File: src/fwsr_pkg.sv
package fwsr_pkg;

    // Clock and flash bus timing.
    localparam int CLK_NS      = 40;
    localparam int T_WP_NS     = 50;
    localparam int T_ACC_NS    = 100;
    localparam int SYNC_CYC    = 3;
    localparam int WE_LOW_CYC  = (T_WP_NS + CLK_NS - 1) / CLK_NS;
    localparam int OE_LOW_CYC  = (T_ACC_NS + CLK_NS - 1) / CLK_NS + SYNC_CYC;
    localparam int PHASE_W     = 4;

    // Widths.
    localparam int FA_W = 20;
    localparam int FD_W = 8;

    // Register offsets.
    localparam logic [7:0] REG_CMD    = 8'h00;
    localparam logic [7:0] REG_ADDR   = 8'h04;
    localparam logic [7:0] REG_WDATA  = 8'h08;
    localparam logic [7:0] REG_STATUS = 8'h0c;
    localparam logic [7:0] REG_RDATA  = 8'h10;

    // Command register fields.
    localparam int CMD_OP_LSB   = 0;
    localparam int CMD_NOWAIT   = 4;

    // Status register bit positions.
    localparam int ST_BUSY      = 0;
    localparam int ST_DONE      = 1;
    localparam int ST_FAIL      = 2;
    localparam int ST_REJECT    = 3;
    localparam int ST_WIN_AFTER = 4;
    localparam int ST_RDY       = 5;
    localparam int ST_WIN_PRE   = 6;

    // Status byte bit positions on the flash data bus.
    localparam int BIT_POLL     = 7;
    localparam int BIT_TOGGLE_A = 6;
    localparam int BIT_TIMEOUT  = 5;
    localparam int BIT_WINDOW   = 3;
    localparam int BIT_TOGGLE_B = 2;

    // Flash command addresses and codes.
    localparam logic [FA_W-1:0] UNLOCK_A1 = 20'h00555;
    localparam logic [FA_W-1:0] UNLOCK_A2 = 20'h002aa;
    localparam logic [FD_W-1:0] CODE_AA   = 8'haa;
    localparam logic [FD_W-1:0] CODE_55   = 8'h55;
    localparam logic [FD_W-1:0] CODE_PROG = 8'ha0;
    localparam logic [FD_W-1:0] CODE_ERS  = 8'h80;
    localparam logic [FD_W-1:0] CODE_CHIP = 8'h10;
    localparam logic [FD_W-1:0] CODE_SECT = 8'h30;
    localparam logic [FD_W-1:0] CODE_SUSP = 8'hb0;
    localparam logic [FD_W-1:0] CODE_RES  = 8'h30;
    localparam logic [FD_W-1:0] CODE_RST  = 8'hf0;

    typedef enum logic [2:0] {
        OP_POLL, OP_READ, OP_PROG, OP_SERASE, OP_CERASE, OP_SUSPEND, OP_RESUME, OP_RESET
    } fwsr_op_t;

endpackage

File: src/fwsr_cycle.sv
module fwsr_cycle
    import fwsr_pkg::*;
(
    // Clock and reset.
    input  wire logic            clk,
    input  wire logic            rst,
    // Cycle request.
    input  wire logic            start,
    input  wire logic            isWrite,
    input  wire logic [FA_W-1:0] addr,
    input  wire logic [FD_W-1:0] wdata,
    output logic                 done,
    output logic [FD_W-1:0]      rdata,
    output logic                 readyBusy,
    // Flash pins.
    output logic [FA_W-1:0]      flashAddr,
    output logic [FD_W-1:0]      dataOut,
    output logic                 dataOe,
    output logic                 ceN,
    output logic                 oeN,
    output logic                 weN,
    input  wire logic [FD_W-1:0] dataIn,
    input  wire logic            readyBusyNIn
);

    typedef enum logic [1:0] {C_IDLE, C_SETUP, C_LOW, C_HOLD} fwsr_cyc_t;

    fwsr_cyc_t            state, next_state;
    logic [PHASE_W-1:0]   cnt, next_cnt;
    logic                 wr, next_wr;
    logic [FA_W-1:0]      next_flashAddr;
    logic [FD_W-1:0]      next_dataOut, next_rdata;
    logic [FD_W:0]        s1, s2, s3, filt, next_filt;

    // Three-stage input synchronisers; a change counts once stages two and three agree.
    always_comb
    begin
        next_filt = (s2 == s3) ? s3 : filt;
    end

    always_ff @(posedge clk)
    begin
        if (rst)
        begin
            s1   <= {1'b1, {FD_W{1'b0}}};
            s2   <= {1'b1, {FD_W{1'b0}}};
            s3   <= {1'b1, {FD_W{1'b0}}};
            filt <= {1'b1, {FD_W{1'b0}}};
        end
        else
        begin
            s1   <= {readyBusyNIn, dataIn};
            s2   <= s1;
            s3   <= s2;
            filt <= next_filt;
        end
    end

    assign readyBusy = filt[FD_W];

    always_comb
    begin
        next_state     = state;
        next_cnt       = cnt;
        next_wr        = wr;
        next_flashAddr = flashAddr;
        next_dataOut   = dataOut;
        next_rdata     = rdata;
        done           = 1'b0;
        case (state)
            C_IDLE:
            begin
                if (start)
                begin
                    next_state     = C_SETUP;
                    next_wr        = isWrite;
                    next_flashAddr = addr;
                    next_dataOut   = wdata;
                end
            end
            C_SETUP:
            begin
                next_state = C_LOW;
                next_cnt   = wr ? PHASE_W'(WE_LOW_CYC) : PHASE_W'(OE_LOW_CYC);
            end
            C_LOW:
            begin
                if (cnt == PHASE_W'(1))
                begin
                    next_state = C_HOLD;
                    next_rdata = filt[FD_W-1:0];
                end
                else
                begin
                    next_cnt = cnt - PHASE_W'(1);
                end
            end
            C_HOLD:
            begin
                done       = 1'b1;
                next_state = C_IDLE;
            end
            default:
            begin
                next_state = C_IDLE;
            end
        endcase
    end

    always_ff @(posedge clk)
    begin
        if (rst)
        begin
            state     <= C_IDLE;
            cnt       <= '0;
            wr        <= 1'b0;
            flashAddr <= '0;
            dataOut   <= '0;
            rdata     <= '0;
        end
        else
        begin
            state     <= next_state;
            cnt       <= next_cnt;
            wr        <= next_wr;
            flashAddr <= next_flashAddr;
            dataOut   <= next_dataOut;
            rdata     <= next_rdata;
        end
    end

    // Data is driven across setup, strobe and hold of a write so it is stable at the rising edge.
    assign dataOe = wr && (state != C_IDLE);
    assign ceN    = (state == C_IDLE);
    assign weN    = !(wr && state == C_LOW);
    assign oeN    = !(!wr && state == C_LOW);

endmodule

File: src/fwsr_host.sv
// The plain strobed port and the register offsets are this design's own decisions.
module fwsr_host
    import fwsr_pkg::*;
(
    // Clock and reset.
    input  wire logic            clk,
    input  wire logic            rst,
    // Software register port.
    input  wire logic [7:0]      regAddr,
    input  wire logic [31:0]     regWdata,
    input  wire logic            regWr,
    input  wire logic            regRd,
    output logic [31:0]          regRdata,
    // Flash pins.
    output logic [FA_W-1:0]      flashAddr,
    output logic [FD_W-1:0]      dataOut,
    output logic                 dataOe,
    output logic                 ceN,
    output logic                 oeN,
    output logic                 weN,
    input  wire logic [FD_W-1:0] dataIn,
    input  wire logic            readyBusyNIn
);

    typedef enum logic [3:0] {
        S_IDLE, S_PRE, S_SEQ, S_RD1, S_RD2, S_CHK1, S_CHK2, S_WIN, S_RST
    } fwsr_state_t;

    fwsr_state_t      state, next_state;
    fwsr_op_t         op, next_op;
    logic             noWait, next_noWait;
    logic [FA_W-1:0]  tgtAddr, next_tgtAddr;
    logic [FD_W-1:0]  tgtData, next_tgtData;
    logic [2:0]       idx, next_idx;
    logic             waiting, next_waiting;
    logic             firstPoll, next_firstPoll;
    logic [FD_W-1:0]  first, next_first, lastRead, next_lastRead;
    logic             done, next_done, fail, next_fail;
    logic             reject, next_reject, winPre, next_winPre, winAfter, next_winAfter;
    logic [31:0]      next_regRdata;
    logic             cycStart, cycWrite, cycDone, readyBusy;
    logic [FA_W-1:0]  cycAddr;
    logic [FD_W-1:0]  cycData, cycRdata;
    logic [2:0]       seqLen;

    // Command sequence table: length, then the address and data of each write.
    always_comb
    begin
        seqLen = 3'd1;
        case (op)
            OP_PROG:   seqLen = 3'd4;
            OP_SERASE: seqLen = 3'd6;
            OP_CERASE: seqLen = 3'd6;
            default:   seqLen = 3'd1;
        endcase
    end

    always_comb
    begin
        cycAddr = tgtAddr;
        cycData = CODE_RST;
        if (!cycWrite)
        begin
            cycAddr = tgtAddr;
        end
        else if (state == S_RST || op == OP_RESET)
        begin
            cycData = CODE_RST;
        end
        else if (op == OP_SUSPEND)
        begin
            cycData = CODE_SUSP;
        end
        else if (op == OP_RESUME)
        begin
            cycData = CODE_RES;
        end
        else
        begin
            case (idx)
                3'd0:
                begin
                    cycAddr = UNLOCK_A1;
                    cycData = CODE_AA;
                end
                3'd1:
                begin
                    cycAddr = UNLOCK_A2;
                    cycData = CODE_55;
                end
                3'd2:
                begin
                    cycAddr = UNLOCK_A1;
                    cycData = (op == OP_PROG) ? CODE_PROG : CODE_ERS;
                end
                3'd3:
                begin
                    cycAddr = (op == OP_PROG) ? tgtAddr : UNLOCK_A1;
                    cycData = (op == OP_PROG) ? tgtData : CODE_AA;
                end
                3'd4:
                begin
                    cycAddr = UNLOCK_A2;
                    cycData = CODE_55;
                end
                default:
                begin
                    cycAddr = (op == OP_SERASE) ? tgtAddr : UNLOCK_A1;
                    cycData = (op == OP_SERASE) ? CODE_SECT : CODE_CHIP;
                end
            endcase
        end
    end

    assign cycWrite = (state == S_SEQ) || (state == S_RST);
    assign cycStart = (state != S_IDLE) && !waiting;

    fwsr_cycle u_cycle (
        .clk          (clk),
        .rst          (rst),
        .start        (cycStart),
        .isWrite      (cycWrite),
        .addr         (cycAddr),
        .wdata        (cycData),
        .done         (cycDone),
        .rdata        (cycRdata),
        .readyBusy    (readyBusy),
        .flashAddr    (flashAddr),
        .dataOut      (dataOut),
        .dataOe       (dataOe),
        .ceN          (ceN),
        .oeN          (oeN),
        .weN          (weN),
        .dataIn       (dataIn),
        .readyBusyNIn (readyBusyNIn)
    );

    // Sequencer and register port.
    always_comb
    begin
        next_state     = state;
        next_op        = op;
        next_noWait    = noWait;
        next_tgtAddr   = tgtAddr;
        next_tgtData   = tgtData;
        next_idx       = idx;
        next_waiting   = cycStart ? 1'b1 : waiting;
        next_firstPoll = firstPoll;
        next_first     = first;
        next_lastRead  = lastRead;
        next_done      = done;
        next_fail      = fail;
        next_reject    = reject;
        next_winPre    = winPre;
        next_winAfter  = winAfter;
        next_regRdata  = '0;
        if (regWr && state == S_IDLE)
        begin
            if (regAddr == REG_ADDR)
            begin
                next_tgtAddr = regWdata[FA_W-1:0];
            end
            if (regAddr == REG_WDATA)
            begin
                next_tgtData = regWdata[FD_W-1:0];
            end
            if (regAddr == REG_CMD)
            begin
                next_op        = fwsr_op_t'(regWdata[CMD_OP_LSB +: 3]);
                next_noWait    = regWdata[CMD_NOWAIT];
                next_idx       = 3'd0;
                next_waiting   = 1'b0;
                next_done      = 1'b0;
                next_fail      = 1'b0;
                next_reject    = 1'b0;
                next_firstPoll = 1'b1;
                case (fwsr_op_t'(regWdata[CMD_OP_LSB +: 3]))
                    OP_POLL:   next_state = S_RD1;
                    OP_READ:   next_state = S_RD1;
                    OP_SERASE: next_state = S_PRE;
                    default:   next_state = S_SEQ;
                endcase
            end
        end
        if (cycDone)
        begin
            next_waiting  = 1'b0;
            next_lastRead = cycRdata;
            case (state)
                S_PRE:
                begin
                    next_winPre = cycRdata[BIT_WINDOW] && !readyBusy;
                    next_state  = S_SEQ;
                end
                S_SEQ:
                begin
                    if (idx == seqLen - 3'd1)
                    begin
                        next_idx = 3'd0;
                        if (op == OP_RESET || op == OP_RESUME || noWait)
                        begin
                            next_state = S_IDLE;
                            next_done  = 1'b1;
                        end
                        else
                        begin
                            next_state = S_RD1;
                        end
                    end
                    else
                    begin
                        next_idx = idx + 3'd1;
                    end
                end
                S_RD1:
                begin
                    next_first = cycRdata;
                    if (op == OP_READ)
                    begin
                        next_state = S_IDLE;
                        next_done  = 1'b1;
                    end
                    else
                    begin
                        next_state = S_RD2;
                    end
                end
                S_RD2:
                begin
                    if (cycRdata[BIT_TOGGLE_A] == first[BIT_TOGGLE_A])
                    begin
                        next_state = (op == OP_SERASE && firstPoll) ? S_WIN : S_IDLE;
                        next_done  = !(op == OP_SERASE && firstPoll);
                    end
                    else if (op == OP_SERASE && firstPoll)
                    begin
                        next_state = S_WIN;
                    end
                    else if (cycRdata[BIT_TIMEOUT])
                    begin
                        next_state = S_CHK1;
                    end
                    else
                    begin
                        next_state = S_RD1;
                    end
                end
                S_WIN:
                begin
                    next_winAfter  = cycRdata[BIT_WINDOW];
                    next_reject    = winPre;
                    next_firstPoll = 1'b0;
                    next_state     = S_RD1;
                end
                S_CHK1:
                begin
                    next_first = cycRdata;
                    next_state = S_CHK2;
                end
                S_CHK2:
                begin
                    if (cycRdata[BIT_TOGGLE_A] == first[BIT_TOGGLE_A])
                    begin
                        next_state = S_IDLE;
                        next_done  = 1'b1;
                    end
                    else
                    begin
                        next_fail  = 1'b1;
                        next_state = S_RST;
                    end
                end
                S_RST:
                begin
                    next_state = S_IDLE;
                    next_done  = 1'b1;
                end
                default:
                begin
                    next_state = S_IDLE;
                end
            endcase
        end
        if (regRd)
        begin
            case (regAddr)
                REG_CMD:    next_regRdata = {27'h0, noWait, 1'b0, op};
                REG_ADDR:   next_regRdata = {12'h0, tgtAddr};
                REG_WDATA:  next_regRdata = {24'h0, tgtData};
                REG_RDATA:  next_regRdata = {24'h0, lastRead};
                REG_STATUS:
                begin
                    next_regRdata[ST_BUSY]      = (state != S_IDLE);
                    next_regRdata[ST_DONE]      = done;
                    next_regRdata[ST_FAIL]      = fail;
                    next_regRdata[ST_REJECT]    = reject;
                    next_regRdata[ST_WIN_AFTER] = winAfter;
                    next_regRdata[ST_RDY]       = readyBusy;
                    next_regRdata[ST_WIN_PRE]   = winPre;
                end
                default:    next_regRdata = '0;
            endcase
        end
    end

    always_ff @(posedge clk)
    begin
        if (rst)
        begin
            state     <= S_IDLE;
            op        <= OP_POLL;
            noWait    <= 1'b0;
            tgtAddr   <= '0;
            tgtData   <= '0;
            idx       <= '0;
            waiting   <= 1'b0;
            firstPoll <= 1'b0;
            first     <= '0;
            lastRead  <= '0;
            done      <= 1'b0;
            fail      <= 1'b0;
            reject    <= 1'b0;
            winPre    <= 1'b0;
            winAfter  <= 1'b0;
            regRdata  <= '0;
        end
        else
        begin
            state     <= next_state;
            op        <= next_op;
            noWait    <= next_noWait;
            tgtAddr   <= next_tgtAddr;
            tgtData   <= next_tgtData;
            idx       <= next_idx;
            waiting   <= next_waiting;
            firstPoll <= next_firstPoll;
            first     <= next_first;
            lastRead  <= next_lastRead;
            done      <= next_done;
            fail      <= next_fail;
            reject    <= next_reject;
            winPre    <= next_winPre;
            winAfter  <= next_winAfter;
            regRdata  <= next_regRdata;
        end
    end

endmodule

File: config.mk
export PLATFORM = sky130hd
export DESIGN_NAME = fwsr_host
export DESIGN_NICKNAME = d
export VERILOG_FILES = /design/src/fwsr_pkg.sv /design/src/fwsr_cycle.sv /design/src/fwsr_host.sv
export SDC_FILE = /design/constraint.sdc
export NUM_CORES = 1
export LEC_CHECK = 0
export BUFFER_PORTS_ARGS = -buffer_cell sky130_fd_sc_hd__buf_2
export CORE_MARGIN = 5
export CORE_UTILIZATION = 40
export CTS_CLUSTER_SIZE = 25
export DETAILED_ROUTE_END_ITERATION = 12
export PLACE_DENSITY = 0.58
export SYNTH_ARGS = -nofsm -noshare
export SYNTH_HDL_FRONTEND = slang
export SYNTH_SLANG_ARGS = --single-unit
File: constraint.sdc
create_clock -name clk -period 2.75 [get_ports clk]
set_clock_uncertainty 0.05 [all_clocks]
set_input_delay 0.4125 -clock clk [delete_from_list [all_inputs] [get_ports clk]]
set_output_delay 0.4125 -clock clk [all_outputs]
set_load 0.005 [all_outputs]
==> results.yml <==
yosys:
  muxShareOfSynthArea_pct: 5.998
  synth_cell_types: 66
  yosysTopAreaCell: "dfxtp_1"
  synth_xor_area_share_pct: 1.872
  syn_area_per_cell_um2: 8.780
  synth_compound_area_share_pct: 13.79
  synthArstFlopShare_pct: 0
  netlist_area_mm2: 0.006550
  synth-simple-area-share_pct: 22.69
  yosysTopAreaCellShare_pct: 47.07
  synth_edf_count: 0
  ys_seq_area_share_pct: 47.07
  synth_area_leaders: "dfxtp_1 47%, mux2i_1 5.7%, nor2_1 5.4%"
  ys.flop_type: "dfxtp_1"
  synth_cells: 746
  yosysWarnings: 0
  synth_top_family_by_area: "simple AND/OR/NAND/NOR gates"
  ys_seq_elements: 154
  synthAdderAreaFrac_pct: 2.101
layout:
  drive_gt1_share_pct: 19.27
  final_util_pct: 48.77
  layout.nets: 897
  multiInputGateArea_mm2: 0.003094
  num_antenna_cells: 0
  area_delta_synth_final_pct: 19.14
  stdcell_count: 1062
  nFillCells: 1586
  seq_area_mm2: 0.003083
worst_hold_path:
  min_path_cells: 2
  min_path_type: "in -> reg"
job:
  maxCapViolCount: 0
timing:
  post-route-min-period_ns: 2.471
  rsz0062_at_grt: "no"
  hold_viol: 0
  finalSetupTns_ns: 0
  period_share_pct: 89.84
  slew-limit-headroom_pct: 24.70
  max_freq_mhz: 404.8
  worstMarginPinSlew_ns: 1.125
  setup_viol: 0
  slew_viol_final: 0
place:
  portBuffers: 92
  place_congestion: 0.8368
  placed_cells: 1030
  hpwl_um: 11330
worst_setup_path:
  crit_slowest_cell: "or3b_2"
  critPathKind: "reg -> reg"
  cpLargestDelayFamily: "simple AND/OR/NAND/NOR gates"
  path_common_cell: "a21oi_1"
  cp.depth: 8
  cp_slowest_stage_delay_ns: 0.46
  crit_buf_inv: 1
  rr_worst_depth: 8
  critical_path.cell_chain: "inv_1 -> ha_1 -> or3b_2 -> a21oi_1 -> a21bo_2 -> a21oi_1 -> and3_1 -> nor4_1"
  cp_data_required_time_ns: 3.02
  crit_path_end_kind: "flip-flop"
  crit_fanout: 6
  startpoint_type: "flip-flop"
  cp.arrival_ns: 2.74
clock_tree:
  cts_setup_buffers: 0
  holdBufCountCts: 0
  clk_latency_ns: 0.42
  clock_path_buffers: 2
  htree_levels: 4
  ctsResizeCount: 0
  clock_sinks: 154
  clock_tree.root_cell: "clkbuf_16"
  cts_buffers: 17
  clk_pin_slew_ns: 0.06
  cts_tree: "built"
power_and_ir_drop:
  vdd_drop_max_mv: 0.5029
  p_per_area_mw_per_mm2: 644.4
  cellInternalPower_mw: 3.958
  clkPwrFrac_pct: 50.3
  power_frac_seq_pct: 45.4
  p_sw_mw: 1.071
  swShare_pct: 21.29
  share_comb_of_total_power_pct: 4.3
  p_leak_nw: 3.111
die:
  dieArea_mm2: 0.01903
  rows: 46
  ios: 117
  die_h_um: 138.0
  die_w_um: 138.0
  initial_core_util_pct: 40.94
  core_mm2: 0.01600
global_routing:
  grt_max_degree: 63
  grt_pass1_wl_um: 25030
  grt_overflow: 0
  grt_usage_pct: 16.69
  grt_pass1_vias: 5028
  antenna_found_initial: 0
route:
  avgViaCountPerCell: 4.976
  wl_per_cell_um: 14.58
  drc: 0
  dr.pass1.iters: 5
  routed_wl_um: 15480
  via_count: 5284
  ant_nets: 0
  drt_iter0_drc: 386
outcome:
  status: "completed"
-- final cells by class --
cell class	instances	area share [%]
Multi-Input combinational cell	529	39.65
Sequential cell	154	39.51
Timing Repair Buffer	115	8.305
Clock buffer	17	5.451
Tap cell	216	3.463
Clock inverter	15	2.854
Inverter	16	0.7696
-- synthesized netlist by cell type, types with 2 or more instances --
master / n
inv_1: 16
nor2b_1: 31
nand3_1: 17
a32oi_1: 3
o22a_1: 3
or2_2: 5
a22oi_1: 6
buf_6: 3
clkbuf_1: 26
nand2b_1: 8
o21ai_1: 2
nor2_1: 95
nor3b_1: 3
ha_1: 11
nand2_1: 93
or3_1: 2
and2_1: 15
a211oi_1: 8
a31oi_1: 4
buf_2: 6
nor4_1: 9
a21oi_1: 62
o211ai_1: 2
dfxtp_1: 154
xnor2_1: 6
buf_1: 4
nor3_1: 10
mux2i_1: 37
clkbuf_8: 6
buf_4: 12
xor2_1: 8
o21ai_0: 31
a22o_1: 9
and4b_1: 2
a211o_1: 2
nand4_1: 4
and3_1: 2
-- layout by cell type, fill, tap and decap left out, types with 4 or more instances in the layout --
master	instances
or2_2	5
clkbuf_16	17
buf_2	91
a211oi_1	8
ha_1	11
inv_1	16
nand3_1	17
o21ai_0	31
buf_4	23
and2_1	15
conb_1	12
bufinv_16	5
a21oi_1	62
nor4_1	9
nor2b_1	31
nand2_1	93
a22o_1	9
a22oi_1	6
nor3_1	10
nor2_1	95
nand4_1	4
mux2i_1	37
xor2_1	8
dfxtp_1	154
a31oi_1	4
nand2b_1	8
xnor2_1	6
-- power groups by stage --
stage,clock (mW),combinational (mW),sequential (mW)
floorplan,0,0.159,2.33
global placement,0,0.208,2.33
detailed placement,0,0.215,2.33
CTS,2.59,0.216,2.28
global route,2.70,0.242,2.29
finish,2.53,0.215,2.28
-- through the flow --
stage	power, mW	setup slack, ns	instance area (um2)	hold WS (ns)
6_report	5.029	0.2795	7804	0.1274
3_5_place_dp	2.547	0.09842	7149	0.3458
3_3_place_gp	2.538	0.1604	7149	0.3429
4_1_cts	5.087	0.08427	7797	0.1058
2_1_floorplan	2.485	0.3448	6591	0.3395
5_1_grt	5.223	0.09710	7804	0.1198
-- sequential cells by signal (all words and copies together) (netlist names), 9 cells and up --
name               count
regRdata              20
tgtAddr               20
u_cycle.flashAddr     20
u_cycle.filt           9
u_cycle.s1             9
u_cycle.s2             9
u_cycle.s3             9
-- routing by layer --
metal / GRT usage, % / wire length [um] / vias up
met2: 28.90 / 7747 / 127
met4: 4.720 / 189 / 0
met3: 4.644 / 783 / 12
met5: 0 / 0 / -
met1: 20.31 / 6761 / 2442
li1: - / - / 2703
-- worst paths after layout --
path / slack (ns) / endpoint / from
max: 0.28 / u_cycle.flashAddr[1] / idx[1]
min: 0.13 / u_cycle.s1[8] / readyBusyNIn
max reg2reg: 0.28 / u_cycle.flashAddr[1] / idx[1]
min reg2reg: 0.36 / u_cycle.s2[8] / u_cycle.s1[8]
-- kinds of logic (layout without fill, tap and decap cells) --
kind of cell / after synthesis / after routing
other: 1 / 12
muxes: 38 / 38
xor gates and xnor gates: 14 / 14
buffers and inverters: 74 / 163
AOI/OAI and AO/OA: 146 / 146
DFF: 154 / 154
and+or+nand+nor: 308 / 308
adders and majority gates: 11 / 11
No activity file was read; power rests on OpenSTA's default activity.
